===== src/sad_regs.vh =====
`ifndef SAD_REGS_VH
`define SAD_REGS_VH

// register byte offsets
`define SAD_OFS_CTRL1      5'h00
`define SAD_OFS_CTRL2      5'h04
`define SAD_OFS_RESULT     5'h08
`define SAD_OFS_CMPVAL     5'h0C
`define SAD_OFS_CFG        5'h10

// first control register fields
`define SAD_SEL_MSB        4
`define SAD_SEL_LSB        0
`define SAD_CONT_BIT       5
`define SAD_IEN_BIT        6
`define SAD_DONE_BIT       7
// second control register fields
`define SAD_CMPGE_BIT      4
`define SAD_CMPEN_BIT      5
`define SAD_HWT_BIT        6
`define SAD_ACT_BIT        7
// configuration fields
`define SAD_SRC_MSB        1
`define SAD_SRC_LSB        0
`define SAD_DIV_MSB        3
`define SAD_DIV_LSB        2
`define SAD_MODE_MSB       5
`define SAD_MODE_LSB       4
`define SAD_LSMP_BIT       6
`define SAD_LPWR_BIT       7

// reset values
`define SAD_SEL_RST        5'h1F
`define SAD_CFG_RST        8'h00
`define SAD_CMP_RST        12'h000

// input select codes
`define SAD_CODE_RSVD      5'h1C
`define SAD_CODE_TEMP      5'h1A
`define SAD_CODE_BGAP      5'h1B
`define SAD_CODE_REFH      5'h1D
`define SAD_CODE_REFL      5'h1E
`define SAD_CODE_OFF       5'h1F

// conversion clock sources
`define SAD_SRC_BUS        2'h0
`define SAD_SRC_BUS2       2'h1
`define SAD_SRC_ALT        2'h2
`define SAD_SRC_ASYNC      2'h3

// result width modes
`define SAD_MODE_8         2'h0
`define SAD_MODE_12        2'h1
`define SAD_MODE_10        2'h2

// system power modes
`define SAD_PM_RUN         2'h0
`define SAD_PM_WAIT        2'h1
`define SAD_PM_STOP3       2'h2
`define SAD_PM_STOP2       2'h3

// timing counts in conversion clock ticks / system cycles
`define SAD_SMP_SHORT      5'h03
`define SAD_SMP_LONG       5'h13
`define SAD_SETTLE         2'h3
`define SAD_RES_BITS       4'hB

`endif


===== src/sad_sequencer.v =====
// Operation
// RL1 - decode 5-bit select; references, off code
// RL2 - reserved or unused codes give undefined results
// RL3 - code 11010 routes temperature sensor
// RL4 - code 11011 routes internal bandgap
// RL5 - four selectable conversion clock sources
// RL6 - programmable divider forms conversion clock
// RL7 - alternate clock unusable in stop modes
// RL8 - hardware trigger pulse starts conversion
// RL9 - trigger honoured in run, wait, stop3
// RL10 - right-justified result, 12/10/8 bits
// RL11 - single or continuous; single returns idle
// RL12 - completion sets flag and interrupt
// RL13 - automatic compare less-than or greater-equal
// RL14 - short/long sample, speed versus power
// RL15 - operate in wait/stop3 with running clock
// RL16 - software: long sample, slow clock for temperature
// RL17 - control write aborts, restarts unless off (code restarts only under software trigger and outside stop2)
// RL18 - control write or result read clears flag
// RL19 - active flag tracks conversion in progress
// RL20 - result held until next completion
//
// The register addresses and the Avalon-MM slave port were left to the implementer.
`timescale 1ns/1ns
`include "sad_regs.vh"

module sad_sequencer (
  input  wire        clk_sys,
  input  wire        rst,
  input  wire [4:0]  avs_address,
  input  wire        avs_read,
  input  wire        avs_write,
  input  wire [31:0] avs_writedata,
  input  wire [3:0]  avs_byteenable,
  output reg  [31:0] avs_readdata,
  output wire        avs_waitrequest,
  input  wire [1:0]  pwr_mode,
  input  wire        hw_trigger_in,
  input  wire        local_async_clock,
  input  wire        alternate_clock_in,
  input  wire        cmp_in,
  output reg  [4:0]  mux_select,
  output reg         temp_sense_en,
  output reg         bandgap_en,
  output reg         refh_en,
  output reg         refl_en,
  output reg         conv_power_on,
  output reg         sample_en,
  output reg  [11:0] sar_trial,
  output reg         low_power_mode,
  output reg         long_sample,
  output wire        conv_irq
);

  localparam ST_IDLE   = 2'h0;
  localparam ST_SAMPLE = 2'h1;
  localparam ST_CONV   = 2'h2;

  reg  [4:0]  sel_reg;
  reg         cont_reg;
  reg         ien_reg;
  reg         done_reg;
  reg         cmpge_reg;
  reg         cmpen_reg;
  reg         hwt_reg;
  reg         active_reg;
  reg  [7:0]  cfg_reg;
  reg  [11:0] cmpval_reg;
  reg  [11:0] result_reg;
  reg         ack_reg;
  reg  [1:0]  state_reg;
  reg  [4:0]  smp_cnt_reg;
  reg  [3:0]  bit_reg;
  reg  [1:0]  settle_reg;
  reg  [11:0] sar_reg;
  reg  [1:0]  pm_s1_reg;
  reg  [1:0]  pm_s2_reg;
  reg  [2:0]  hwt_sync_reg;
  reg  [1:0]  cmp_sync_reg;

  wire        conv_tick;
  wire        req;
  wire        wr_ctrl1;
  wire        rd_result;
  wire        hw_edge;
  wire        trig_ok;
  wire        start;
  wire        finish;
  wire        cmp_true;
  wire        done_set;
  wire [11:0] sar_final;
  wire [11:0] fmt_value;
  wire [11:0] bit_mask;

  // one result width decoder serves both compare and result storage
  function [11:0] fmt_result;
    input [11:0] raw;
    input [1:0]  mode;
    begin
      case (mode)
        `SAD_MODE_12: fmt_result = raw;
        `SAD_MODE_10: fmt_result = {2'h0, raw[11:2]};
        default:      fmt_result = {4'h0, raw[11:4]};
      endcase
    end
  endfunction

  sad_clkgen u_clkgen (
    .clk_sys            (clk_sys),
    .rst                (rst),
    .clk_src            (cfg_reg[`SAD_SRC_MSB:`SAD_SRC_LSB]), // [RL5]
    .div_sel            (cfg_reg[`SAD_DIV_MSB:`SAD_DIV_LSB]),
    .pwr_mode           (pm_s2_reg),
    .local_async_clock  (local_async_clock),
    .alternate_clock_in (alternate_clock_in),
    .conv_tick          (conv_tick)
  );

  always @(posedge clk_sys or posedge rst) begin
    if (rst) begin
      pm_s1_reg    <= `SAD_PM_RUN;
      pm_s2_reg    <= `SAD_PM_RUN;
      hwt_sync_reg <= 3'h0;
      cmp_sync_reg <= 2'h0;
    end else begin
      pm_s1_reg    <= pwr_mode;
      pm_s2_reg    <= pm_s1_reg;
      hwt_sync_reg <= {hwt_sync_reg[1:0], hw_trigger_in};
      cmp_sync_reg <= {cmp_sync_reg[0], cmp_in};
    end
  end

  // bus slave: one wait cycle, answer at the second edge
  assign req             = (avs_read | avs_write) & ~ack_reg;
  assign avs_waitrequest = (avs_read | avs_write) & ~ack_reg;
  assign wr_ctrl1  = avs_write & ack_reg & avs_byteenable[0]
                   & (avs_address == `SAD_OFS_CTRL1);
  assign rd_result = avs_read & ack_reg & (avs_address == `SAD_OFS_RESULT);

  assign hw_edge  = hwt_sync_reg[1] & ~hwt_sync_reg[2];
  assign trig_ok  = (pm_s2_reg != `SAD_PM_STOP2); // [RL9]
  assign start    = hwt_reg & hw_edge & trig_ok & ~active_reg
                  & (sel_reg != `SAD_CODE_OFF); // [RL8]

  assign bit_mask  = 12'h800 >> bit_reg;
  assign sar_final = cmp_sync_reg[1] ? sar_reg : (sar_reg & ~bit_mask);
  assign finish    = (state_reg == ST_CONV) & conv_tick & (settle_reg == 2'h0)
                   & (bit_reg == `SAD_RES_BITS);
  assign fmt_value = fmt_result(sar_final, cfg_reg[`SAD_MODE_MSB:`SAD_MODE_LSB]);
  assign cmp_true  = cmpge_reg ? (fmt_value >= cmpval_reg)
                               : (fmt_value < cmpval_reg); // [RL13]
  // a control write aborts a conversion that would finish at the same edge
  assign done_set  = finish & ~wr_ctrl1 & (~cmpen_reg | cmp_true);
  assign conv_irq  = done_reg & ien_reg; // [RL12]

  always @(posedge clk_sys or posedge rst) begin
    if (rst) begin
      ack_reg      <= 1'b0;
      avs_readdata <= 32'h0000_0000;
    end else begin
      ack_reg <= req;
      if (req & avs_read) begin
        case (avs_address)
          `SAD_OFS_CTRL1:  avs_readdata <= {24'h0, done_reg, ien_reg, cont_reg, sel_reg};
          `SAD_OFS_CTRL2:  avs_readdata <= {24'h0, active_reg, hwt_reg, cmpen_reg,
                                            cmpge_reg, 4'h0};
          `SAD_OFS_RESULT: avs_readdata <= {20'h0, result_reg};
          `SAD_OFS_CMPVAL: avs_readdata <= {20'h0, cmpval_reg};
          `SAD_OFS_CFG:    avs_readdata <= {24'h0, cfg_reg};
          default:         avs_readdata <= 32'h0000_0000;
        endcase
      end
    end
  end

  // control registers
  always @(posedge clk_sys or posedge rst) begin
    if (rst) begin
      sel_reg    <= `SAD_SEL_RST;
      cont_reg   <= 1'b0;
      ien_reg    <= 1'b0;
      cmpge_reg  <= 1'b0;
      cmpen_reg  <= 1'b0;
      hwt_reg    <= 1'b0;
      cfg_reg    <= `SAD_CFG_RST;
      cmpval_reg <= `SAD_CMP_RST;
    end else if (avs_write & ack_reg) begin
      case (avs_address)
        `SAD_OFS_CTRL1: begin
          if (avs_byteenable[0]) begin
            sel_reg  <= avs_writedata[`SAD_SEL_MSB:`SAD_SEL_LSB];
            cont_reg <= avs_writedata[`SAD_CONT_BIT];
            ien_reg  <= avs_writedata[`SAD_IEN_BIT];
          end
        end
        `SAD_OFS_CTRL2: begin
          if (avs_byteenable[0]) begin
            cmpge_reg <= avs_writedata[`SAD_CMPGE_BIT];
            cmpen_reg <= avs_writedata[`SAD_CMPEN_BIT];
            hwt_reg   <= avs_writedata[`SAD_HWT_BIT];
          end
        end
        `SAD_OFS_CMPVAL: begin
          if (avs_byteenable[0])
            cmpval_reg[7:0] <= avs_writedata[7:0];
          if (avs_byteenable[1])
            cmpval_reg[11:8] <= avs_writedata[11:8];
        end
        `SAD_OFS_CFG: begin
          if (avs_byteenable[0])
            cfg_reg <= avs_writedata[7:0]; // [RL14]
        end
        default: begin
        end
      endcase
    end
  end

  // done flag: a completion in a result-read clearing cycle wins
  always @(posedge clk_sys or posedge rst) begin
    if (rst) begin
      done_reg   <= 1'b0;
      result_reg <= 12'h000;
    end else begin
      if (done_set) begin
        done_reg   <= 1'b1; // [RL12]
        result_reg <= fmt_value; // [RL10] [RL20] [RL2]
      end else if (wr_ctrl1 | rd_result) begin
        done_reg <= 1'b0; // [RL18]
      end
    end
  end

  // conversion sequencer
  always @(posedge clk_sys or posedge rst) begin
    if (rst) begin
      state_reg   <= ST_IDLE;
      active_reg  <= 1'b0;
      smp_cnt_reg <= 5'h00;
      bit_reg     <= 4'h0;
      settle_reg  <= 2'h0;
      sar_reg     <= 12'h000;
    end else begin
      if (settle_reg != 2'h0)
        settle_reg <= settle_reg - 2'h1;
      if (wr_ctrl1) begin
        // abort, then restart under software trigger unless the off code or stop2
        state_reg  <= ST_IDLE; // [RL17]
        active_reg <= 1'b0; // [RL19]
        if (~hwt_reg && avs_writedata[`SAD_SEL_MSB:`SAD_SEL_LSB] != `SAD_CODE_OFF
            && pm_s2_reg != `SAD_PM_STOP2) begin
          state_reg   <= ST_SAMPLE; // [RL17]
          active_reg  <= 1'b1; // [RL19]
          smp_cnt_reg <= 5'h00;
        end
      end else if (start) begin
        state_reg   <= ST_SAMPLE;
        active_reg  <= 1'b1; // [RL19]
        smp_cnt_reg <= 5'h00;
      end else begin
        case (state_reg)
          ST_SAMPLE: begin
            if (conv_tick) begin
              smp_cnt_reg <= smp_cnt_reg + 5'h01;
              if (smp_cnt_reg == (cfg_reg[`SAD_LSMP_BIT] ? `SAD_SMP_LONG
                                                         : `SAD_SMP_SHORT)) begin
                state_reg  <= ST_CONV; // [RL14]
                bit_reg    <= 4'h0;
                sar_reg    <= 12'h800;
                settle_reg <= `SAD_SETTLE;
              end
            end
          end
          ST_CONV: begin
            if (conv_tick && settle_reg == 2'h0) begin
              if (bit_reg == `SAD_RES_BITS) begin
                sar_reg <= sar_final;
                if (cont_reg && sel_reg != `SAD_CODE_OFF) begin
                  state_reg   <= ST_SAMPLE; // [RL11]
                  smp_cnt_reg <= 5'h00;
                end else begin
                  state_reg  <= ST_IDLE; // [RL11]
                  active_reg <= 1'b0; // [RL19]
                end
              end else begin
                sar_reg    <= sar_final | (bit_mask >> 1);
                bit_reg    <= bit_reg + 4'h1;
                settle_reg <= `SAD_SETTLE;
              end
            end
          end
          default: begin
            state_reg  <= ST_IDLE;
            active_reg <= 1'b0;
          end
        endcase
      end
    end
  end

  // analog front end control
  always @(posedge clk_sys or posedge rst) begin
    if (rst) begin
      mux_select     <= `SAD_CODE_OFF;
      temp_sense_en  <= 1'b0;
      bandgap_en     <= 1'b0;
      refh_en        <= 1'b0;
      refl_en        <= 1'b0;
      conv_power_on  <= 1'b0;
      sample_en      <= 1'b0;
      sar_trial      <= 12'h000;
      low_power_mode <= 1'b0;
      long_sample    <= 1'b0;
    end else begin
      mux_select     <= sel_reg; // [RL1]
      temp_sense_en  <= (sel_reg == `SAD_CODE_TEMP); // [RL3]
      bandgap_en     <= (sel_reg == `SAD_CODE_BGAP); // [RL4]
      refh_en        <= (sel_reg == `SAD_CODE_REFH); // [RL1]
      refl_en        <= (sel_reg == `SAD_CODE_REFL); // [RL1]
      conv_power_on  <= (sel_reg != `SAD_CODE_OFF) & (state_reg != ST_IDLE); // [RL1]
      sample_en      <= (state_reg == ST_SAMPLE);
      sar_trial      <= sar_reg;
      low_power_mode <= cfg_reg[`SAD_LPWR_BIT]; // [RL14]
      long_sample    <= cfg_reg[`SAD_LSMP_BIT];
    end
  end

endmodule


===== src/sad_clkgen.v =====
`timescale 1ns/1ns
`include "sad_regs.vh"

module sad_clkgen (
  input  wire       clk_sys,
  input  wire       rst,
  input  wire [1:0] clk_src,
  input  wire [1:0] div_sel,
  input  wire [1:0] pwr_mode,
  input  wire       local_async_clock,
  input  wire       alternate_clock_in,
  output reg        conv_tick
);

  reg  [2:0] async_sync_reg;
  reg  [2:0] alt_sync_reg;
  reg        half_reg;
  reg  [2:0] div_cnt_reg;
  reg        src_pulse;
  wire [2:0] div_max;

  assign div_max = (3'h1 << div_sel) - 3'h1;

  always @(posedge clk_sys or posedge rst) begin
    if (rst) begin
      async_sync_reg <= 3'h0;
      alt_sync_reg   <= 3'h0;
      half_reg       <= 1'b0;
    end else begin
      async_sync_reg <= {async_sync_reg[1:0], local_async_clock};
      alt_sync_reg   <= {alt_sync_reg[1:0], alternate_clock_in};
      half_reg       <= ~half_reg;
    end
  end

  // bus clocks halt in both stop modes; stop2 also stops the asynchronous clock
  always @* begin
    src_pulse = 1'b0;
    case (clk_src)
      `SAD_SRC_BUS:   src_pulse = 1'b1;
      `SAD_SRC_BUS2:  src_pulse = half_reg;
      `SAD_SRC_ALT:   src_pulse = alt_sync_reg[1] & ~alt_sync_reg[2];
      `SAD_SRC_ASYNC: src_pulse = async_sync_reg[1] & ~async_sync_reg[2];
      default:        src_pulse = 1'b0;
    endcase
    if (pwr_mode == `SAD_PM_STOP2)
      src_pulse = 1'b0;
    if (pwr_mode == `SAD_PM_STOP3 && clk_src != `SAD_SRC_ASYNC) // [RL7] [RL15]
      src_pulse = 1'b0;
  end

  always @(posedge clk_sys or posedge rst) begin // [RL6]
    if (rst) begin
      div_cnt_reg <= 3'h0;
      conv_tick   <= 1'b0;
    end else begin
      conv_tick <= 1'b0;
      if (src_pulse) begin
        if (div_cnt_reg >= div_max) begin
          div_cnt_reg <= 3'h0;
          conv_tick   <= 1'b1;
        end else begin
          div_cnt_reg <= div_cnt_reg + 3'h1;
        end
      end
    end
  end

endmodule


===== config.mk =====
export PLATFORM = sky130hd
export DESIGN_NAME = sad_sequencer
export DESIGN_NICKNAME = d
export VERILOG_FILES = /design/src/sad_sequencer.v /design/src/sad_clkgen.v
export VERILOG_INCLUDE_DIRS = /design/src
export SDC_FILE = /design/constraint.sdc
export NUM_CORES = 1
export LEC_CHECK = 0
export BUFFER_PORTS_ARGS = -buffer_cell sky130_fd_sc_hd__clkbuf_2
export CAP_MARGIN = 20
export CELL_PAD_IN_SITES_DETAIL_PLACEMENT = 1
export CELL_PAD_IN_SITES_GLOBAL_PLACEMENT = 2
export CORE_UTILIZATION = 39
export CTS_BUF_LIST = sky130_fd_sc_hd__clkbuf_16
export CTS_CLUSTER_SIZE = 30
export DETAILED_ROUTE_END_ITERATION = 10
export PLACE_DENSITY = 0.95
export RECOVER_POWER = 50
export SKIP_LAST_GASP = 1
export SLEW_MARGIN = 40
export SYNTH_ARGS = -nofsm -noshare
export SYNTH_HDL_FRONTEND = slang
export SYNTH_SLANG_ARGS = --single-unit

===== constraint.sdc =====
create_clock -name clk_sys -period 8.5 [get_ports clk_sys]
set_clock_uncertainty 0.1 [all_clocks]
set_input_delay 1.7 -clock clk_sys [delete_from_list [all_inputs] [get_ports clk_sys]]
set_output_delay 1.7 -clock clk_sys [all_outputs]
set_load 0.02 [all_outputs]

* After elaboration in Yosys (flattened, before gate mapping) *
Cells that the tools add are included.

word-level totals
  flip-flop bits (word level) = 147
  bits of input ports = 51
  output and inout bits = 59
  logic and storage cells = 198

cells by class
  multiplexer cells = 55
  bitwise gates (word level) = 37
  add/sub/neg operators = 5
  reduce and logical (&&, ||, !) cells = 23
  eq/ne operators = 35
  shift operators = 2
  magnitude comparators = 3

operators by type and width
  cell                     number
  $mux W12                 5
  $pmux W12 S5             1
  $pmux W12 S2             2
  $mux W5                  8
  $mux W2                  13
  $eq A5 B5 Y1 const B     5
  $and A1 B1 Y1            21
  $mux W4                  4
  $ne A4 B3 Y1 const B     4
  $mux W1                  15
  $reduce_and A3 Y1        5
  $and A12 B12 Y12         1
  $eq A2 B2 Y1 const B     6
  $ge A12 B12 Y1           1
  $lt A12 B12 Y1           1
  $not A12 Y12             1
  $or A12 B11 Y12          1
  $reduce_and A6 Y1        2
  $shr A12 B4 Y12 const A  1
  $eq A5 B4 Y1 const B     2
  $ne A5 B5 Y1 const B     2
  $not A1 Y1               10
  $pmux W5 S2              1
  $ne A2 B2 Y1 const B     4
  other kinds (27)         44

* Depth between registers and ports, before layout *
Gate-level depths: netlist of the first run.

  depth after elaboration = 10
  mapped depth = 15
  gate-level depth less buffers = 13

* Modules after synthesis *
A second synthesis of the first run with hierarchy kept.

unflattened totals
  cells, all modules = 551
  area, all modules = 6,139.6 um^2

modules (own cells, without submodules)
  module         area each (um^2)  times used  seq. area each (um^2)  cells each
  sad_sequencer  5,631.7           1           2,915.3                510
  sad_clkgen     508.0             1           275.3                  41

* Least setup slack after synthesis of the first run *
OpenSTA, ideal clock, no wires.

  path kind = input -> output
  from = input port avs_write
  to = output port avs_waitrequest
  path buffers = 0
  arrival time = 2.030 ns
  required time = 6.700 ns
  cell stages on the path = 2
  path slack = 4.670 ns
  path through = nor2_1 nor2_1

between the ends
  cells in the longest elaborated chain, start to end = 2

RTL lines
  what             RTL line             RTL
  start, declared  sad_sequencer.v:32   input wire avs_write,
  $or A1 B1 Y1     sad_sequencer.v:135  assign avs_waitrequest = (avs_read | avs_write) & ~ack_reg;
  $and A1 B1 Y1    sad_sequencer.v:135
  end, declared    sad_sequencer.v:36   output wire avs_waitrequest,

Every way passes these cells.

* Final worst setup path of the first run *
  from = register bit_reg[0]
  to = register result_reg[10]

between the ends
  cells in the longest elaborated chain, start to end = 9
  elaborated cells on any way between the ends = 13
  those cells by class = 2 x order compare; 1 x eq/ne; 1 x shift; 3 x mux; 6 x bitwise

RTL lines
  what                                              RTL line                                  RTL
  start, declared                                   sad_sequencer.v:73                        reg [3:0] bit_reg;
  start signal, assigned                            sad_sequencer.v:287                       bit_reg <= bit_reg + 4'h1;
  $shr A12 B4 Y12 *                                 sad_sequencer.v:145                       assign bit_mask = 12'h800 >> bit_reg;
  $not A12 Y12 *                                    sad_sequencer.v:146                       assign sar_final = cmp_sync_reg[1] ? sar_reg : (sar_reg & ~bit_mask);
  $and A12 B12 Y12 *                                sad_sequencer.v:146
  $mux W12 *                                        sad_sequencer.v:146
  $pmux W12 S2 *                                    sad_sequencer.v:100                       case (mode)
  via fmt_value[4]                                  sad_sequencer.v:92                        wire [11:0] fmt_value;
  $lt A12 B12 Y1 or $ge A12 B12 Y1 (tied branches)  sad_sequencer.v:151, sad_sequencer.v:150
  $mux W1 *                                         sad_sequencer.v:150                       assign cmp_true = cmpge_reg ? (fmt_value >= cmpval_reg)
  $or A1 B1 Y1 *                                    sad_sequencer.v:153                       assign done_set = finish & ~wr_ctrl1 & (~cmpen_reg | cmp_true);
  $and A1 B1 Y1 *                                   sad_sequencer.v:153
  end signal, assigned                              sad_sequencer.v:227                       result_reg <= fmt_value;
  end, declared                                     sad_sequencer.v:69                        reg [11:0] result_reg;

The timed path passes the listed nets; every way through them passes the cells marked *.
A chain may end at the register's enable or synchronous reset.

==> flow_metrics.py, run 1 <==
metrics = {
    "placement": {
        "dp_slack_ns": 4.173,
        "gp_congestion": 0.8761,
        "hpwlAfterDp_um": 11330,
        "port_buffers": 67,
    },
    "job": {
        "maxCapViolCount": 1,
    },
    "detailed_routing": {
        "dr.pass1.iters": 8,
        "vias": 4612,
        "drt_wl_total_um": 16250,
        "ant_nets": 0,
        "drc": 0,
        "avgViaCountPerCell": 5.426,
        "avgRoutedWirePerCell_um": 19.11,
        "dr.first_iter.drc_count": 306,
    },
    "logic_synthesis": {
        "synth.avg_cell_area_um2": 10.98,
        "ys_warn_count": 0,
        "ys_ff_latch": 127,
        "synthTopCellsByCount": "dfrtp_1, nand2_1, mux2_2",
        "netlist_instances": 558,
        "synth-async-reset-ratio_pct": 100.0,
        "yosys.cell_count.top_type": "dfrtp_1",
        "synth_top_flop_cell": "dfrtp_1",
        "synth_edf_count": 0,
        "synth_top_area_cell": "dfrtp_1",
        "yosys-top-cells-area": "dfrtp_1, mux2_2, ha_1",
        "synth.distinct_cells": 66,
        "yosys.area.top_type_share_pct": 47.77,
        "synth_seq_area_share_pct": 52.06,
        "synth_area_mm2": 0.006128,
    },
    "floorplanning": {
        "start_util_pct": 40.16,
        "die_area_mm2": 0.01622,
        "die_w_um": 127.4,
        "rows": 45,
        "io_pins": 110,
        "fp.dieH_um": 127.4,
        "core_area_mm2": 0.01526,
    },
    "worst_setup_path": {
        "required_ns": 8.69,
        "cp-start-kind": "flop",
        "end_kind": "flop",
        "critical_path_class": "reg2reg",
        "cp_max_fo": 13,
        "crit_arrival_ns": 4.58,
    },
    "clock_network": {
        "cts_tree": "done",
        "postCtsSetupBuffers": 0,
        "clk_latency_ns": 0.42,
        "clk_pin_slew_ns": 0.06,
        "cts_resized": 0,
        "cts_root_buf": "clkbuf_16",
        "cts_buffer_depth": 2,
        "postCtsHoldBufs": 0,
        "htree_levels": 4,
        "cts_buffers": 17,
        "cts.sinks": 127,
    },
    "power": {
        "seq_power_share_pct": 41.7,
        "ir_worst_vdd_mv": 0.1493,
        "p_int_mw": 1.207,
        "p_leak_nw": 3.323,
        "comb_power_share_pct": 14.9,
        "p_clk_share_pct": 43.4,
        "power.density_mw_per_mm2": 238.5,
        "power_switching_mw": 0.4896,
        "switching_share_pct": 28.87,
    },
    "final_layout": {
        "fillerInstances": 1698,
        "area_delta_synth_final_pct": 16.05,
        "seqCellArea_mm2": 0.003191,
        "multiInputGateArea_mm2": 0.002633,
        "nNetsFinal": 706,
        "final_layout_size_suffix_gt1_share_pct": 18.78,
        "diodes": 0,
    },
    "sta": {
        "layout_setup_ws_ns": 4.112,
        "timing.fmax_mhz": 227.9,
        "hold_viol": 0,
        "setup_viol": 0,
        "rsz0062_at_grt": "false",
        "relSlewSlack_pct": -38.74,
        "maxSlewViolCount": 47,
        "period_share_pct": 51.62,
        "tightest_slew_ns": 2.070,
        "min_period_ns": 4.388,
        "tns_ns": 0,
    },
    "grt": {
        "grt_util_all_layers_pct": 21.52,
        "grt_max_degree": 83,
        "grt_pass1_wl_um": 26790,
        "grt_pass1_vias": 4872,
        "grt-ovfl-total": 0,
        "antenna_found_initial": 0,
    },
    "run_status": {
        "outcome": "finished with violations",
        "violations": "capacitance limit, slew limit",
    },
    "min_path": {
        "holdCritPathClass": "reg2reg",
    },
}
## cells by family (layout without fill, tap and decap cells)
family	after synthesis	in the layout	synth area share, %
buffers and inverters	70	132	6.206
xor gates and xnor gates	1	1	0.1429
other	1	20	0.06119
and+or+nand+nor	150	150	12.09
muxes	46	46	8.881
adders and majority gates	29	29	5.921
DFF	127	127	52.06
AOI/OAI and AO/OA	134	134	14.64
## worst max-delay path, stage by stage, from the launching register on
cell      delay, ns
dfrtp_1        0.41
ha_1           0.28
ha_1           0.19
nor2b_1        0.13
a21boi_0       0.53
a22oi_1        0.18
o21ai_0        0.28
ha_1           0.21
a21oi_1        0.06
o21ai_0        0.26
or3b_2         0.47
nand4_1        0.10
or3b_1         0.65
mux2_2         0.41
## final timing paths
kind / startpoint / to / slack (ns) / depth (start not counted)
setup / recovery: bit_reg[0]$_DFFE_PP0P_ / result_reg[10]$_DFFE_PP0P_ / 4.11 / 13
hold / removal: u_clkgen.alt_sync_reg[0]$_DFF_PP0_ / u_clkgen.alt_sync_reg[1]$_DFF_PP0_ / 0.25 / 0
setup reg to reg: bit_reg[0]$_DFFE_PP0P_ / result_reg[10]$_DFFE_PP0P_ / 4.11 / 13
hold reg to reg: u_clkgen.alt_sync_reg[0]$_DFF_PP0_ / u_clkgen.alt_sync_reg[1]$_DFF_PP0_ / 0.25 / 0
max in group asynchronous: rst / sar_reg[7]$_DFFE_PP0P_ / 5.11 / 3
min in group asynchronous: rst / sar_reg[3]$_DFFE_PP0P_ / 1.70 / 2
## area by class of cell
class,count,area share [%]
Multi-Input combinational cell,380,37.02
Tap cell,211,3.712
Clock buffer,17,5.982
Clock inverter,15,2.375
Sequential cell,127,44.86
Timing Repair Buffer,70,4.451
Inverter,30,1.601
## power by group through the flow
stage / Clock, mW / Combinational [mW] / Sequential, mW
2_1_floorplan: 0 / 0.180 / 0.708
3_3_place_gp: 0 / 0.237 / 0.712
3_5_place_dp: 0 / 0.251 / 0.716
4_1_cts: 0.746 / 0.257 / 0.708
5_1_grt: 0.773 / 0.285 / 0.715
6_report: 0.735 / 0.253 / 0.708
## layer usage
layer / GRT usage (%) / wire [um]
met3: 4.941 / 723
met1: 27.18 / 7186
met4: 8.543 / 380
met5: 0 / 0
met2: 35.78 / 7956
## metrics by stage
stage	cell area [um2]	hold slack [ns]	utilization [%]	power (mW)	cells
global route	7112	0.2478	46.61	1.773	850
floorplan	6200	0.2312	-	0.8876	577
finish	7112	0.2461	46.61	1.696	850
detailed placement	6560	0.2362	42.99	0.9669	817
global placement	6549	0.2344	42.92	0.9491	817
CTS	7154	0.2485	46.89	1.710	849
## cells in the final DEF, fill, tap and decap left out, types with 4 or more instances in the layout
master	Yosys	routed
mux2_2	35	34
o31ai_1	5	5
a21oi_1	30	30
a21o_1	11	11
dfstp_2	10	5
dfrtp_1	117	117
dfstp_1	0	5
nand4_1	7	7
inv_1	29	29
clkinv_1	1	4
nor2_1	25	24
clkbuf_2	1	34
nand2b_1	7	7
o21ai_0	30	31
nor3_1	5	4
clkbuf_16	0	17
a21boi_0	8	8
a22oi_1	15	15
nand2_1	53	53
ha_1	29	29
mux2_4	8	8
and3_1	4	4
conb_1	1	20
nor2b_1	10	10
nand3_1	20	20
clkbuf_1	12	34
a222oi_1	8	8
No activity file was read; power rests on OpenSTA's default activity.
==> run 2: changes to the inputs <==
- CORE_UTILIZATION: 39 -> 36
- PLACE_DENSITY: 0.95 -> 0.91
- clock period: 8.5 -> 4.3 ns (I/O delays scaled with it)
==> run 2 against run 1 <==
Net effect:
- the run still ends with capacitance limit, slew limit left
- die area increased by 8.2%
- combinational power grew 100%
- sequential share of layout area down 0.81 points
- routed wire length shrank 0.54%
- cell count increased by 1.8%
- critical path type unchanged
- largest power group unchanged
- highest routed layer unchanged
==> flow_metrics.py, run 2 (synthesized netlist as in run 1, its figures left out) <==
metrics = {
    "clock_network": {
        "clk_pin_slew_ns": 0.06,
        "cts_root_buf": "clkbuf_16",
        "cts.sinks": 127,
        "cts_buffers": 17,
        "cts_buffer_depth": 2,
        "postCtsHoldBufs": 0,
        "htree_levels": 4,
        "cts_tree": "done",
        "postCtsSetupBuffers": 0,
        "cts_resized": 0,
        "clk_latency_ns": 0.43,
    },
    "run_status": {
        "outcome": "finished with violations",
        "violations": "capacitance limit, slew limit",
    },
    "detailed_routing": {
        "vias": 4570,
        "ant_nets": 0,
        "drt_wl_total_um": 16160,
        "drc": 0,
        "avgViaCountPerCell": 5.283,
        "avgRoutedWirePerCell_um": 18.68,
        "dr.first_iter.drc_count": 293,
        "dr.pass1.iters": 5,
    },
    "power": {
        "ir_worst_vdd_mv": 0.3049,
        "power.density_mw_per_mm2": 475.4,
        "p_leak_nw": 3.477,
    },
    "sta": {
        "min_period_ns": 3.969,
        "setup_viol": 0,
        "tightest_slew_ns": 2.286,
        "timing.fmax_mhz": 252.0,
        "relSlewSlack_pct": -52.37,
        "period_share_pct": 92.30,
        "rsz0062_at_grt": "false",
        "hold_viol": 0,
        "maxSlewViolCount": 97,
        "tns_ns": 0,
    },
    "job": {
        "maxCapViolCount": 1,
    },
    "grt": {
        "grt-ovfl-total": 0,
        "grt_pass1_wl_um": 26890,
        "grt_util_all_layers_pct": 19.90,
        "antenna_found_initial": 0,
        "grt_max_degree": 97,
        "grt_pass1_vias": 4980,
    },
    "worst_setup_path": {
        "crit_arrival_ns": 4.18,
        "required_ns": 4.51,
        "crit_path_top_delay_cell": "o21ai_0",
        "cpPeakStageDelay_ns": 0.45,
        "crit_buf_inv": 2,
        "cp_cell_sequence": "inv_1, ha_1, nor2b_1, a21boi_0, a22oi_1, o21ai_0, ha_1, a21oi_1, o21ai_0, or3b_2, nand4_1, or3b_1, buf_4, mux2_4",
        "cp_max_fo": 13,
        "end_kind": "flop",
        "cp-start-kind": "flop",
        "critical_path_class": "reg2reg",
        "cp_top_family": "compound AO/OA/AOI/OAI gates",
    },
    "placement": {
        "port_buffers": 67,
        "hpwlAfterDp_um": 11530,
        "gp_congestion": 0.8371,
    },
    "floorplanning": {
        "start_util_pct": 36.95,
        "rows": 47,
        "core_area_mm2": 0.01658,
        "die_w_um": 132.5,
        "fp.dieH_um": 132.5,
        "die_area_mm2": 0.01755,
        "io_pins": 110,
    },
    "final_layout": {
        "final_layout_size_suffix_gt1_share_pct": 24.96,
        "fillerInstances": 1860,
        "nNetsFinal": 712,
        "final_cell_mix": "dfrtp_1, clkbuf_2, nand2_1, mux2_2",
        "utilization_pct": 43.67,
        "area_delta_synth_final_pct": 18.17,
        "layout_commonest_cell": "dfrtp_1",
        "diodes": 0,
    },
    "min_path": {
        "holdCritPathClass": "reg2reg",
    },
}
[run 2: worst reg2reg max path, stage by stage, from the launching register on]
cell and delay (ns):
dfrtp_1 0.40, inv_1 0.11, ha_1 0.25, nor2b_1 0.18
a21boi_0 0.41, a22oi_1 0.16, o21ai_0 0.45, ha_1 0.34
a21oi_1 0.12, o21ai_0 0.12, or3b_2 0.21, nand4_1 0.08
or3b_1 0.38, buf_4 0.22, mux2_4 0.32
[run 2: cell type report]
class,count,area [um2],area share [%]
Inverter,30,113.9,1.572
Clock inverter,15,206.4,2.851
Clock buffer,17,425.4,5.874
Multi-Input combinational cell,380,2636,36.40
Sequential cell,127,3191,44.06
Tap cell,220,275.3,3.801
Timing Repair Buffer,76,394.1,5.442
[run 2: final timing paths]
path                                      startpoint                    endpoint  slack (ns)  depth (start not counted)
hold reg to reg            cmp_sync_reg[0]$_DFF_PP0_   cmp_sync_reg[1]$_DFF_PP0_        0.25                          0
max in group asynchronous                        rst  cmpval_reg[11]$_DFFE_PP0P_        1.30                          3
setup / recovery              bit_reg[0]$_DFFE_PP0P_   result_reg[5]$_DFFE_PP0P_        0.33                         14
setup reg to reg              bit_reg[0]$_DFFE_PP0P_   result_reg[5]$_DFFE_PP0P_        0.33                         14
min in group asynchronous                        rst      sar_trial[4]$_DFF_PP0_        0.28                          2
hold / removal             cmp_sync_reg[0]$_DFF_PP0_   cmp_sync_reg[1]$_DFF_PP0_        0.25                          0
[run 2: through the flow]
stage / setup WS [ns] / cells / power [mW] / instance area [um2] / hold WS [ns]
final: 0.3311 / 865 / 3.443 / 7242 / 0.2483
after global routing: 0.03892 / 865 / 3.594 / 7242 / 0.2517
after CTS: 0.3653 / 864 / 3.477 / 7253 / 0.2481
after detailed placement: 0.4177 / 832 / 1.924 / 6621 / 0.2371
after global placement: 0.5017 / 832 / 1.894 / 6619 / 0.2332
after floorplan: 0.9243 / 577 / 1.755 / 6203 / 0.2312
[run 2: where the power goes]
part	internal [mW]	switching [mW]
Sequential	1.29	0.103
Combinational	0.194	0.315
Clock	0.977	0.559
[run 2: metal layers]
metal / up-vias / track usage, % / part of all wire (%)
met5: - / 0 / 0
met4: 0 / 8.046 / 2.2
met3: 26 / 4.598 / 4.8
met2: 124 / 34.42 / 51
met1: 2312 / 23.88 / 42
li1: 2108 / - / -
